$ cat src/design/hbcs_pkg.sv
// package of constants and state codes for the hub boot configuration sequencer
package hbcs_pkg;
   // flash signature location and expected characters
   localparam logic [17:0] SIG_ADDR = 18'h3FFFA; // first signature byte
   localparam logic [17:0] EXEC_ADDR = 18'h00000; // external execution start
   localparam logic [31:0] SIG_WORD = 32'h32444655; // ascii 2 D F U
   localparam logic [2:0] SIG_LEN = 3'h4; // bytes compared
   // flash access modes
   localparam logic [1:0] LANES_SINGLE = 2'h0;
   localparam logic [1:0] LANES_DUAL = 2'h1;
   localparam logic [1:0] LANES_QUAD = 2'h2;
   // sideband end-of-configuration codes
   localparam logic [7:0] LEGACY_END_REG = 8'hFF;
   localparam logic [15:0] CMD_ATTACH = 16'hAA55;
   localparam logic [15:0] CMD_ATTACH_SB = 16'hAA56;
   // configuration strap codes that need the pull-up probe
   localparam logic [2:0] CFG_SEL_1 = 3'h1;
   localparam logic [2:0] CFG_SEL_2 = 3'h2;
   localparam logic [2:0] CFG_SEL_3 = 3'h3;
   localparam logic [2:0] CFG_SEL_5 = 3'h5;
   // reset values
   localparam logic [3:0] PORT_EN_RST = 4'h0;
   localparam logic [7:0] CFG_RST = 8'h00;
   // cycles spent in the rom load and merge stages
   localparam int ROM_LOAD_CYCLES = 4;
   localparam int MERGE_CYCLES = 2;
   // boot stages
   typedef enum logic [3:0]
   {
      ST_STANDBY = 4'h0,
      ST_FLASH_PROBE = 4'h1,
      ST_ROM_DEFAULTS = 4'h2,
      ST_STRAP = 4'h3,
      ST_PULLUP_PROBE = 4'h4,
      ST_HOST_CFG = 4'h5,
      ST_MERGE = 4'h6,
      ST_CONNECT = 4'h7,
      ST_NORMAL = 4'h8,
      ST_FLASH_RUN = 4'h9
   } hbcs_state_t;
endpackage

$ cat src/design/hbcs_sequencer.sv
// boot and mode sequencer of the hub: standby through normal operation
`timescale 1ns/1ps
// Behaviour
// - reset low: standby, pins released, pll halted
// - standby aborts work, ports off, defaults
// - reset high: hub mode runs boot stages
// - flash probe resets logic, pll, defaults
// - match 2DFU at 0x3FFFA, run from 0
// - signature mismatch goes to rom defaults
// - no flash strap skips to rom defaults
// - single, dual, quad lanes; modes 0, 3
// - rom stage loads configuration defaults
// - strap stage samples straps, overriding rom
// - configs 1,2,3,5 go to pull-up probe
// - both pull-ups: slave, host configuration
// - host configuration waits without timeout
// - attach commands 0xAA55/0xAA56 end configuration; legacy mode ends on a write to 0xFF
// - merge rom, host and otp data
// - connect sets attach and superspeed enable
// - normal operation until mode changes
// - reset low from any stage: standby
// - soft disconnect returns to connect stage
module hbcs_sequencer
(
   input wire logic clk_sys,
   input wire logic rst_n,
   input wire logic flash_mode_strap,
   input wire logic [1:0] flash_lanes,
   input wire logic flash_cpol_mode3,
   input wire logic flash_byte_valid,
   input wire logic [7:0] flash_byte,
   input wire logic [2:0] config_select_straps,
   input wire logic [3:0] port_disable_plus_straps,
   input wire logic [3:0] port_disable_minus_straps,
   input wire logic nonremovable_strap,
   input wire logic charging_enable_strap,
   input wire logic sb_clk_pullup,
   input wire logic sb_data_pullup,
   input wire logic sb_legacy_mode,
   input wire logic sb_write_valid,
   input wire logic [7:0] sb_write_reg,
   input wire logic sb_cmd_valid,
   input wire logic [15:0] sb_cmd,
   input wire logic [7:0] otp_cfg,
   input wire logic [7:0] host_cfg,
   input wire logic soft_disconnect,
   output logic flash_read_req,
   output logic [17:0] flash_addr,
   output logic [1:0] flash_lanes_used,
   output logic flash_spi_mode3,
   output logic flash_exec,
   output logic pll_run,
   output logic pins_release_n,
   output logic sb_slave_en,
   output logic [3:0] port_enable_plus,
   output logic [3:0] port_enable_minus,
   output logic nonremovable,
   output logic charging_en,
   output logic [7:0] merged_cfg,
   output logic usb_attach_bit,
   output logic superspeed_enable_bit,
   output logic [3:0] boot_stage
);
   ////////////////////////////////////////////////////////////////////////////
   // state
   typedef struct packed
   {
      hbcs_pkg::hbcs_state_t stage;
      logic [2:0] cnt;
      logic sig_started;
      logic flash_exec;
      logic sb_slave;
      logic [3:0] pe_plus;
      logic [3:0] pe_minus;
      logic nonrem;
      logic chg;
      logic [7:0] cfg;
      logic attach;
      logic ss_en;
      logic [1:0] lanes;
      logic mode3;
   } hbcs_state_s_t;
   hbcs_state_s_t st_ff;
   hbcs_state_s_t nxt_st;

   logic run_sync; // synchronised reset release
   logic [19:0] pin_sync; // synchronised pin inputs
   logic sig_start; // starts signature compare
   logic sig_done; // compare finished
   logic sig_match; // compare result
   logic cfg_probe; // strap selects pull-up probe
   logic cfg_end; // host ended configuration

   ////////////////////////////////////////////////////////////////////////////
   // synchronisers
   // reset release into the core clock
   hbcs_sync #(.WIDTH(1)) u_rst_sync
   (
      .clk_sys(clk_sys),
      .rst_n(rst_n),
      .async_in(1'b1),
      .sync_out(run_sync)
   );

   // straps, pull-ups and soft disconnect pins
   hbcs_sync #(.WIDTH(20)) u_pin_sync
   (
      .clk_sys(clk_sys),
      .rst_n(rst_n),
      .async_in({flash_mode_strap, flash_lanes, flash_cpol_mode3, nonremovable_strap, charging_enable_strap,
                 soft_disconnect, config_select_straps, port_disable_plus_straps, port_disable_minus_straps,
                 sb_clk_pullup, sb_data_pullup}),
      .sync_out(pin_sync)
   );

   logic [2:0] cfg_sel_s;
   logic [3:0] dis_p_s;
   logic [3:0] dis_m_s;
   logic flash_mode_s, mode3_s, nonrem_s, chg_s, disc_s; // synchronised single-bit straps and disconnect
   logic [1:0] lanes_s; // synchronised lane strap
   assign {flash_mode_s, lanes_s, mode3_s, nonrem_s, chg_s, disc_s, cfg_sel_s, dis_p_s, dis_m_s} = pin_sync[19:2];

   ////////////////////////////////////////////////////////////////////////////
   // signature checker
   hbcs_sig_check u_sig
   (
      .clk_sys(clk_sys),
      .rst_n(rst_n),
      .start(sig_start),
      .byte_valid(flash_byte_valid),
      .byte_data(flash_byte),
      .done(sig_done),
      .match(sig_match)
   );

   ////////////////////////////////////////////////////////////////////////////
   // decodes
   assign cfg_probe = (cfg_sel_s == hbcs_pkg::CFG_SEL_1) || (cfg_sel_s == hbcs_pkg::CFG_SEL_2) ||
                      (cfg_sel_s == hbcs_pkg::CFG_SEL_3) || (cfg_sel_s == hbcs_pkg::CFG_SEL_5);
   // legacy ends on reg write, otherwise on attach command
   assign cfg_end = sb_legacy_mode ? (sb_write_valid && (sb_write_reg == hbcs_pkg::LEGACY_END_REG)) :
      (sb_cmd_valid && ((sb_cmd == hbcs_pkg::CMD_ATTACH) || (sb_cmd == hbcs_pkg::CMD_ATTACH_SB)));

   assign sig_start = (st_ff.stage == hbcs_pkg::ST_FLASH_PROBE) && !st_ff.sig_started;

   ////////////////////////////////////////////////////////////////////////////
   // next-state logic
   always_comb
   begin
      nxt_st = st_ff;
      case (st_ff.stage)
         // standby: wait for the synchronised release
         hbcs_pkg::ST_STANDBY:
         begin
            if (run_sync)
            begin
               nxt_st.stage = hbcs_pkg::ST_FLASH_PROBE;
               nxt_st.sig_started = 1'b0;
            end
         end
         // flash probe: straps decide, then signature decides
         hbcs_pkg::ST_FLASH_PROBE:
         begin
            nxt_st.lanes = (lanes_s == 2'h3) ? hbcs_pkg::LANES_QUAD : lanes_s;
            nxt_st.mode3 = mode3_s;
            if (!flash_mode_s)
               nxt_st.stage = hbcs_pkg::ST_ROM_DEFAULTS;
            else if (!st_ff.sig_started)
               nxt_st.sig_started = 1'b1;
            else if (sig_done)
            begin
               if (sig_match)
               begin
                  nxt_st.flash_exec = 1'b1;
                  nxt_st.stage = hbcs_pkg::ST_FLASH_RUN;
               end
               else
                  nxt_st.stage = hbcs_pkg::ST_ROM_DEFAULTS;
            end
            nxt_st.cnt = 3'h0;
         end
         // external code owns the hub until reset
         hbcs_pkg::ST_FLASH_RUN: nxt_st.stage = hbcs_pkg::ST_FLASH_RUN;
         // rom defaults load over a few cycles
         hbcs_pkg::ST_ROM_DEFAULTS:
         begin
            nxt_st.cfg = hbcs_pkg::CFG_RST;
            nxt_st.pe_plus = 4'hF;
            nxt_st.pe_minus = 4'hF;
            nxt_st.cnt = st_ff.cnt + 3'h1;
            if (st_ff.cnt == 3'(hbcs_pkg::ROM_LOAD_CYCLES - 1))
            begin
               nxt_st.stage = hbcs_pkg::ST_STRAP;
               nxt_st.cnt = 3'h0;
            end
         end
         // straps override rom values
         hbcs_pkg::ST_STRAP:
         begin
            nxt_st.pe_plus = ~dis_p_s;
            nxt_st.pe_minus = ~dis_m_s;
            nxt_st.nonrem = nonrem_s;
            nxt_st.chg = chg_s;
            nxt_st.stage = cfg_probe ? hbcs_pkg::ST_PULLUP_PROBE : hbcs_pkg::ST_MERGE;
         end
         // both pull-ups needed to act as sideband slave
         hbcs_pkg::ST_PULLUP_PROBE:
         begin
            if (pin_sync[1] && pin_sync[0])
            begin
               nxt_st.sb_slave = 1'b1;
               nxt_st.stage = hbcs_pkg::ST_HOST_CFG;
            end
            else
               nxt_st.stage = hbcs_pkg::ST_MERGE;
         end
         // host may alter settings; no timeout
         hbcs_pkg::ST_HOST_CFG:
         begin
            nxt_st.cfg = host_cfg;
            if (cfg_end)
               nxt_st.stage = hbcs_pkg::ST_MERGE;
         end
         // merge rom, host and otp data
         hbcs_pkg::ST_MERGE:
         begin
            nxt_st.cnt = st_ff.cnt + 3'h1;
            if (st_ff.cnt == 3'(hbcs_pkg::MERGE_CYCLES - 1))
            begin
               nxt_st.cfg = st_ff.cfg | otp_cfg;
               nxt_st.stage = hbcs_pkg::ST_CONNECT;
               nxt_st.cnt = 3'h0;
            end
         end
         // attach; hold here during soft disconnect
         hbcs_pkg::ST_CONNECT:
         begin
            if (!disc_s)
            begin
               nxt_st.attach = 1'b1;
               nxt_st.ss_en = 1'b1;
               nxt_st.stage = hbcs_pkg::ST_NORMAL;
            end
            else
            begin
               nxt_st.attach = 1'b0;
               nxt_st.ss_en = 1'b0;
            end
         end
         // normal operation under upstream host
         hbcs_pkg::ST_NORMAL:
         begin
            if (disc_s)
            begin
               nxt_st.stage = hbcs_pkg::ST_CONNECT;
               nxt_st.attach = 1'b0;
               nxt_st.ss_en = 1'b0;
            end
         end
         default: nxt_st.stage = hbcs_pkg::ST_STANDBY;
      endcase
   end

   ////////////////////////////////////////////////////////////////////////////
   // state register; reset low wipes everything to standby
   always_ff @(posedge clk_sys or negedge rst_n)
   begin
      if (!rst_n)
         st_ff <= '0;
      else
         st_ff <= nxt_st;
   end

   ////////////////////////////////////////////////////////////////////////////
   // outputs
   assign boot_stage = st_ff.stage;
   assign pll_run = (st_ff.stage != hbcs_pkg::ST_STANDBY);
   assign pins_release_n = (st_ff.stage == hbcs_pkg::ST_STANDBY);
   assign flash_read_req = (st_ff.stage == hbcs_pkg::ST_FLASH_PROBE) && st_ff.sig_started;
   assign flash_addr = st_ff.flash_exec ? hbcs_pkg::EXEC_ADDR : hbcs_pkg::SIG_ADDR;
   assign flash_lanes_used = st_ff.lanes;
   assign flash_spi_mode3 = st_ff.mode3;
   assign flash_exec = st_ff.flash_exec;
   assign sb_slave_en = st_ff.sb_slave;
   assign port_enable_plus = st_ff.pe_plus;
   assign port_enable_minus = st_ff.pe_minus;
   assign nonremovable = st_ff.nonrem;
   assign charging_en = st_ff.chg;
   assign merged_cfg = st_ff.cfg;
   assign usb_attach_bit = st_ff.attach;
   assign superspeed_enable_bit = st_ff.ss_en;

   ////////////////////////////////////////////////////////////////////////////
   // checks
   chk_strap_to_probe: assert property (@(posedge clk_sys) disable iff (!rst_n)
      (st_ff.stage == hbcs_pkg::ST_STRAP && cfg_probe) |=> (st_ff.stage == hbcs_pkg::ST_PULLUP_PROBE))
      else $error("strap config did not enter pull-up probe");
   chk_no_flash_skip: assert property (@(posedge clk_sys) disable iff (!rst_n)
      (st_ff.stage == hbcs_pkg::ST_FLASH_PROBE && !flash_mode_s) |=>
      (st_ff.stage == hbcs_pkg::ST_ROM_DEFAULTS))
      else $error("missing flash strap did not skip to rom");
   chk_rom_to_strap: assert property (@(posedge clk_sys) disable iff (!rst_n)
      $rose(st_ff.stage == hbcs_pkg::ST_ROM_DEFAULTS) |-> ##4 (st_ff.stage == hbcs_pkg::ST_STRAP))
      else $error("rom stage length wrong");
   chk_host_end: assert property (@(posedge clk_sys) disable iff (!rst_n)
      (st_ff.stage == hbcs_pkg::ST_HOST_CFG && cfg_end) |=> (st_ff.stage == hbcs_pkg::ST_MERGE))
      else $error("end of configuration not honoured");
   chk_host_wait: assert property (@(posedge clk_sys) disable iff (!rst_n)
      (st_ff.stage == hbcs_pkg::ST_HOST_CFG && !cfg_end) |=> (st_ff.stage == hbcs_pkg::ST_HOST_CFG))
      else $error("host configuration left without end");
   chk_pullup_both: assert property (@(posedge clk_sys) disable iff (!rst_n)
      (st_ff.stage == hbcs_pkg::ST_PULLUP_PROBE) |=>
      (sb_slave_en == (st_ff.stage == hbcs_pkg::ST_HOST_CFG)))
      else $error("pull-up probe result wrong");
   chk_attach_bits: assert property (@(posedge clk_sys) disable iff (!rst_n)
      (st_ff.stage == hbcs_pkg::ST_NORMAL) |-> (usb_attach_bit && superspeed_enable_bit))
      else $error("normal without attach bits");
   chk_soft_disc: assert property (@(posedge clk_sys) disable iff (!rst_n)
      (st_ff.stage == hbcs_pkg::ST_NORMAL && disc_s) |=>
      (st_ff.stage == hbcs_pkg::ST_CONNECT && !usb_attach_bit))
      else $error("soft disconnect not returning to connect");
   chk_merge_len: assert property (@(posedge clk_sys) disable iff (!rst_n)
      $rose(st_ff.stage == hbcs_pkg::ST_MERGE) |-> ##2 (st_ff.stage == hbcs_pkg::ST_CONNECT))
      else $error("merge stage length wrong");
   cov_flash_boot: cover property (@(posedge clk_sys) disable iff (!rst_n)
      st_ff.stage == hbcs_pkg::ST_FLASH_RUN);
   cov_host_cfg: cover property (@(posedge clk_sys) disable iff (!rst_n)
      st_ff.stage == hbcs_pkg::ST_HOST_CFG ##1 st_ff.stage == hbcs_pkg::ST_MERGE);
   cov_normal: cover property (@(posedge clk_sys) disable iff (!rst_n)
      st_ff.stage == hbcs_pkg::ST_NORMAL);
endmodule

$ cat src/design/hbcs_sync.sv
// two-stage synchroniser for pin inputs and the reset release
`timescale 1ns/1ps
module hbcs_sync
#(
   parameter int WIDTH = 1
)
(
   input wire logic clk_sys,
   input wire logic rst_n,
   input wire logic [WIDTH-1:0] async_in,
   output logic [WIDTH-1:0] sync_out
);
   // both stages as one struct
   typedef struct packed
   {
      logic [WIDTH-1:0] meta_ff;
      logic [WIDTH-1:0] sync_ff;
   } hbcs_sync_t;
   hbcs_sync_t st_ff;
   hbcs_sync_t nxt_st;

   // elaboration check: a zero-width synchroniser cannot be built
   if (WIDTH < 1)
   begin
      $error("hbcs_sync width must be at least one");
   end

   // first stage feeds only the second stage
   always_comb
   begin
      nxt_st.meta_ff = async_in;
      nxt_st.sync_ff = st_ff.meta_ff;
   end

   // registers clear to zero under reset
   always_ff @(posedge clk_sys or negedge rst_n)
   begin
      if (!rst_n)
      begin
         st_ff <= '0;
      end
      else
      begin
         st_ff <= nxt_st;
      end
   end

   assign sync_out = st_ff.sync_ff;
endmodule

$ cat src/design/hbcs_sig_check.sv
// compares flash bytes against the boot signature one byte at a time
`timescale 1ns/1ps
module hbcs_sig_check
(
   input wire logic clk_sys,
   input wire logic rst_n,
   input wire logic start,
   input wire logic byte_valid,
   input wire logic [7:0] byte_data,
   output logic done,
   output logic match
);
   // compare state
   typedef struct packed
   {
      logic busy_ff;
      logic [2:0] idx_ff;
      logic ok_ff;
      logic done_ff;
   } hbcs_sig_t;
   hbcs_sig_t st_ff;
   hbcs_sig_t nxt_st;
   logic [7:0] expect_byte;

   // expected byte picked from the signature word, first char highest
   always_comb
   begin
      case (st_ff.idx_ff)
         3'h0: expect_byte = hbcs_pkg::SIG_WORD[31:24];
         3'h1: expect_byte = hbcs_pkg::SIG_WORD[23:16];
         3'h2: expect_byte = hbcs_pkg::SIG_WORD[15:8];
         3'h3: expect_byte = hbcs_pkg::SIG_WORD[7:0];
         default: expect_byte = 8'h00;
      endcase
   end

   // walk the four bytes, any mismatch clears ok
   always_comb
   begin
      nxt_st = st_ff;
      nxt_st.done_ff = 1'b0;
      if (start)
      begin
         nxt_st.busy_ff = 1'b1;
         nxt_st.idx_ff = 3'h0;
         nxt_st.ok_ff = 1'b1;
      end
      else if (st_ff.busy_ff && byte_valid)
      begin
         if (byte_data != expect_byte)
         begin
            nxt_st.ok_ff = 1'b0;
         end
         if (st_ff.idx_ff == hbcs_pkg::SIG_LEN - 3'h1)
         begin
            nxt_st.busy_ff = 1'b0;
            nxt_st.done_ff = 1'b1;
         end
         nxt_st.idx_ff = st_ff.idx_ff + 3'h1;
      end
   end

   // state register
   always_ff @(posedge clk_sys or negedge rst_n)
   begin
      if (!rst_n)
      begin
         st_ff <= '0;
      end
      else
      begin
         st_ff <= nxt_st;
      end
   end

   assign done = st_ff.done_ff;
   assign match = st_ff.ok_ff;
endmodule

$ cat config.mk
export PLATFORM = sky130hd
export DESIGN_NAME = hbcs_sequencer
export DESIGN_NICKNAME = d
export VERILOG_FILES = /design/src/design/hbcs_pkg.sv /design/src/design/hbcs_sequencer.sv /design/src/design/hbcs_sync.sv /design/src/design/hbcs_sig_check.sv
export SDC_FILE = /design/constraint.sdc
export NUM_CORES = 1
export LEC_CHECK = 0
export CAP_MARGIN = 30
export CELL_PAD_IN_SITES_DETAIL_PLACEMENT = 0
export CELL_PAD_IN_SITES_GLOBAL_PLACEMENT = 1
export CORE_ASPECT_RATIO = 1.5
export CORE_MARGIN = 2
export CORE_UTILIZATION = 40
export DETAILED_ROUTE_END_ITERATION = 6
export DONT_BUFFER_PORTS = 1
export PLACE_DENSITY_LB_ADDON = 0.12
export SLEW_MARGIN = 20
export SYNTH_ARGS = -nofsm -noshare
export SYNTH_HDL_FRONTEND = slang
export SYNTH_SLANG_ARGS = --single-unit
$ cat constraint.sdc
create_clock -name clk_sys -period 3.3 [get_ports clk_sys]
set_input_delay 0.33 -clock clk_sys [delete_from_list [all_inputs] [get_ports clk_sys]]
set_output_delay 0.33 -clock clk_sys [all_outputs]
set_load 0.05 [all_outputs]
# Word-level counts from Yosys, hierarchy flattened
# Cells that the tools add are included.
word_totals:
  regBits: 81
  latchBits: 0
  mem_bits_rw: 0
  mem_bits_ro: 0
  out_inout_bits: 50
  word_cells: 125
  n_memories: 0
op_classes:
  add_sub_neg: 2
  n_mul: 0
  div: 0
  order_cmp: 0
  eq_ne: 32
  shift: 0
  muxes: 36
  bitwise: 3
  n_reduce_logical: 30
op_table:
  columns: ["op", "count"]
  rows:
  - ["one-hot mux 4 bit (10 select lines)", 1]
  - ["equality test 16 bit (second input constant)", 2]
  - ["two-way mux 4 bit", 8]
  - ["one-hot mux 7 bit (4 select lines)", 1]
  - ["one-hot mux 8 bit (3 select lines)", 1]
  - ["two-way mux 18 bit", 1]
  - ["equality test 4 x 3 -> 1 bit (second input constant)", 4]
  - ["one-hot mux 8 bit (2 select lines)", 1]
  - ["equality test 3 x 2 -> 1 bit (second input constant)", 5]
  - ["two-way mux 7 bit", 2]
  - ["two-way mux 2 bit", 6]
  - ["nonzero test 2 bit", 6]
  - ["AND reduction 2 bit", 5]
  - ["equality test 3 x 1 -> 1 bit (second input constant)", 3]
  - ["two-way mux 1 bit", 9]
  - ["one-hot mux 3 bit (3 select lines)", 1]
  - ["equality test 4 x 2 -> 1 bit (second input constant)", 2]
  - ["equality test 4 bit (second input constant)", 2]
  - ["equality test 8 bit (second input constant)", 1]
  - ["two-way mux 8 bit", 1]
  - ["!= test 2 bit (second input constant)", 4]
  - ["!= test 8 x 7 -> 1 bit", 1]
  - ["inverter 4 bit", 2]
  - ["bitwise OR 8 bit", 1]
  - ["21 further kinds", 33]

# Depth between registers and ports, before layout
depth:
  depth_word: 6
  mapped_depth: 8

# Modules after synthesis
# Synthesis repeated with hierarchy kept, for this count alone.
unflattened:
  cells_unflattened: 313
  area_unflattened_um2: 3595.9
modules_own_cells:
  columns: ["module", "instances", "cells_each", "area_each_um2", "seq_area_each_um2"]
  rows:
  - ["hbcs_sequencer", 1, 227, 2147.1, 800.8]
  - ["hbcs_sync at u_pin_sync", 1, 40, 1001.0, 1001.0]
  - ["hbcs_sig_check", 1, 44, 397.9, 150.1]
  - ["hbcs_sync at u_rst_sync", 1, 2, 50.0, 50.0]

# Worst setup path after synthesis
# Ideal clock, no wire load.
synth_path:
  path_kind: "reg-to-output"
  startpoint: "register st_ff (netlist bit boot_stage[1])"
  endpoint: "output port pins_release_n"
  arrival_ns: 1.583
  slack_ns: 1.387
  path_stages_with_launch: 5
  path_cell_list: "dfrtp_1 -> buf_2 -> nor2_1 -> nand2_1 -> inv_1"
synth_between:
  elab_chain_cells: 1
synth_rtl:
  columns: ["element", "line_no", "text"]
  rows:
  - ["from (decl)", "hbcs_sequencer.sv:83", "hbcs_state_s_t st_ff;"]
  - ["from (signal assigned)", "hbcs_sequencer.sv:271", "st_ff <= nxt_st;"]
  - ["logical NOT 4 bit", "hbcs_sequencer.sv:278", "assign pins_release_n = (st_ff.stage == hbcs_pkg::ST_STANDBY);"]
  - ["to (decl)", "hbcs_sequencer.sv:53", "output logic pins_release_n,"]
# No other way between the ends.

# Worst setup path in the final report
# Same ends and word-level chain as after synthesis.

==> flow_summary.yaml <==
floorplan:
  ios: 124
  die_w_microns: 80.8
  fp.dieH_microns: 119
  core_area_sq_um: 8720
  fp-row-count: 42
  start_util_pct: 40.6
  dieArea_sq_um: 9640
timing:
  slew_viol_final: 0
  fin_skew_ps: 5.45
  hold_viol: 0
  period_needed_ps: 2740
  timing_worst_slew_pin_value_ps: 977
  setup_viol: 0
  final.setup.tns_ps: 0
  relSlewSlack_pct: 34.8
  fmax_ghz: 0.365
  holdWs_ps: 17.3
  rsz0062_at_grt: "no"
  finalCritPeriodShare_pct: 83.0
cts:
  clk_path_buf_depth: 2
  ctsResizeCount: 0
  cts_tree: "done"
  cts_root_buf: "clkbuf_16"
  hold_buffers: 9
  cts_max_level: 3
  cts_made_buffers: 9
  worst_skew_pair.late_latency_ps: 340
  clkTransAtPathRegs_ps: 60
  cts.sinks: 80
  cts_setup_buffers: 0
final_layout:
  post-route-util_pct: 43.7
  fin_nets: 378
  drive_above_1_share_pct: 15.0
  syn_to_final_growth_pct: 7.74
  final_common_cell: "dfrtp_1"
  diodes: 0
  layout_common_cells: "80 x dfrtp_1, 26 x nand2_1, 21 x nor2_1"
worst_setup_path:
  path_max_fanout: 18
  reg2reg_to: "st_ff[25]$_DFFE_PN0P_"
  reg2reg_slack_ps: 890
  crit_path_end_kind: "output pin"
  cpMaxStageDelayCell: "dfrtp_1"
  cpPeakStageDelay_ps: 740
  r2r-start: "boot_stage[1]$_DFFE_PN0P_"
  startpoint_type: "register"
  crit_family: "simple AND/OR/NAND/NOR gates"
  cp.required_ps: 2970
  critical_path_buf_inv_count: 1
  reg2reg_depth: 6
  critPathKind: "register to output pin"
  cp_cell_sequence: "nor2_1 -> nand2_1 -> inv_1"
  cp.arrival_ps: 2410
route:
  wirelength_microns: 6540
  drtAntennaViolNets: 0
  vias_per_cell: 5.11
  drt_iter0_markers: 114
  route.vias.total: 2094
  firstDrtPassIters: 4
  drc: 0
  detail_route.wl_per_cell_microns: 16.0
logic_synthesis:
  synth_top_area_cell: "dfrtp_1"
  ys_seq_area_share_pct: 56.5
  synth-seq-cells: 80
  synthCells: 316
  yosysUniqueCellTypes: 49
  netlist_area_sq_um: 3540
  synth-async-reset-ratio_pct: 100
  synthTopCellsByArea: "dfrtp_1 57%, buf_4 8.5%, ha_1 3.2%"
  ys_warn_count: 0
  synth_edf_count: 0
  synth_area_per_cell_sq_um: 11.2
  synth-main-ff-cell: "dfrtp_1"
  netlist.area_leader.share_pct: 56.5
run:
  drv_cap: 0
global_route:
  grt_pass1_wl_microns: 10500
  grtUsageTotal_pct: 14.7
  grt_pass1_vias: 2140
  antenna_found_initial: 0
  gr-total-overflow: 0
  grt_max_degree: 81
place:
  place_congestion: 0.712
  portBuffers: 0
  hpwl_microns: 4550
pwr:
  p_leak_nw: 1.65
  power_density_nw_per_um2: 1070
  ir_drop_uv: 515
worst_hold_path:
  hold_depth: 0
  min_to: "u_pin_sync.nxt_st[17]$_DFF_PN0_"
  hold_class: "input pin to register"
  min-delay-start: "flash_lanes[0]"
outcome:
  status: "completed"
cells in the mapped netlist, drive strengths merged (2+ instances only):
cell type	instances
o311ai	2
nor4bb	5
o21ai	22
ha	9
o31ai	2
nor2b	7
nand4	3
nor3b	2
dfrtp	80
nand3	4
a221o	2
nor3	2
inv	13
a22oi	8
nand2b	2
a31o	2
a21oi	20
nand2	26
mux2	8
nor2	21
conb	2
clkbuf	4
and3b	2
or2	2
buf	47
xnor2	2
and3	2
worst max-delay path by stage:
stage	from	end	depth (start not counted)
after floorplan	boot_stage[1]$_DFFE_PN0P_	pins_release_n	4
after global placement	boot_stage[1]$_DFFE_PN0P_	st_ff[25]$_DFFE_PN0P_	6
after detailed placement	boot_stage[2]$_DFFE_PN0P_	boot_stage[1]$_DFFE_PN0P_	5
after CTS	boot_stage[1]$_DFFE_PN0P_	pins_release_n	3
after global routing	boot_stage[1]$_DFFE_PN0P_	pins_release_n	3
final	boot_stage[1]$_DFFE_PN0P_	pins_release_n	3
routing by layer:
metal,routed length (microns),global-route usage [%],up-vias
met5,0,0,-
met4,155,8.90,0
met3,492,4.17,10
met2,3320,23.8,80
met1,2580,16.8,1008
li1,-,-,996
worst register-to-register path, stage by stage, from the launching register on:
cell and delay [ps]:
dfrtp_1 740, nor2_1 420, nand2_1 410, inv_1 500, nand2_1 100, nand2_1 70, nand2_1 50
through the flow:
step / setup slack [ps] / power (mW) / cell area (sq um) / instances
floorplan: 1390 / 3.05 / 3550 / 317
global placement: 944 / 3.09 / 3390 / 384
detailed placement: 888 / 3.12 / 3420 / 385
CTS: 565 / 4.14 / 3820 / 410
global route: 465 / 4.33 / 3820 / 410
finish: 560 / 4.07 / 3820 / 410
final cells by class:
type	count	area (sq um)
clock buffers	9	225
clock inverters	7	67.6
fillers	855	4910
inverters	13	56.3
multi-input cells	173	1130
flip-flops and latches	80	2000
well taps	110	138
repair buffers	18	195
flip-flops by register name (all words and copies together) (netlist names), 2 cells and up:
register             count
merged_cfg               8
u_pin_sync.sync_out     20
u_sig.st_ff              4
port_enable_plus         4
port_enable_minus        4
st_ff                    4
flash_lanes_used         2
boot_stage               4
u_pin_sync.nxt_st       20
where the power goes:
| part | total (mW) | switching, mW | internal [mW] | leakage, nW |
|---|---|---|---|---|
| Clock | 0.975 | 0.442 | 0.533 | 0.143 |
| Sequential | 1.88 | 0.695 | 1.18 | 0.955 |
| Combinational | 1.22 | 0.746 | 0.474 | 0.556 |
| Total | 4.07 | 1.88 | 2.19 | 1.65 |
kinds of logic (layout without fill, tap and decap cells):
| kind of cell | Yosys count | in the layout | synth area share [%] |
|---|---|---|---|
| flip-flops | 80 | 80 | 56.5 |
| XOR/XNOR | 3 | 3 | 0.742 |
| other | 2 | 3 | 0.212 |
| AO/OA/AOI/OAI | 66 | 66 | 11.7 |
| buffers and inverters | 64 | 47 | 11.6 |
| AND/OR/NAND/NOR | 83 | 83 | 12.9 |
| multiplexers | 9 | 9 | 3.14 |
| adder cells (fa/ha/maj) | 9 | 9 | 3.18 |
Note: power is estimated with default switching activity, not from simulation.
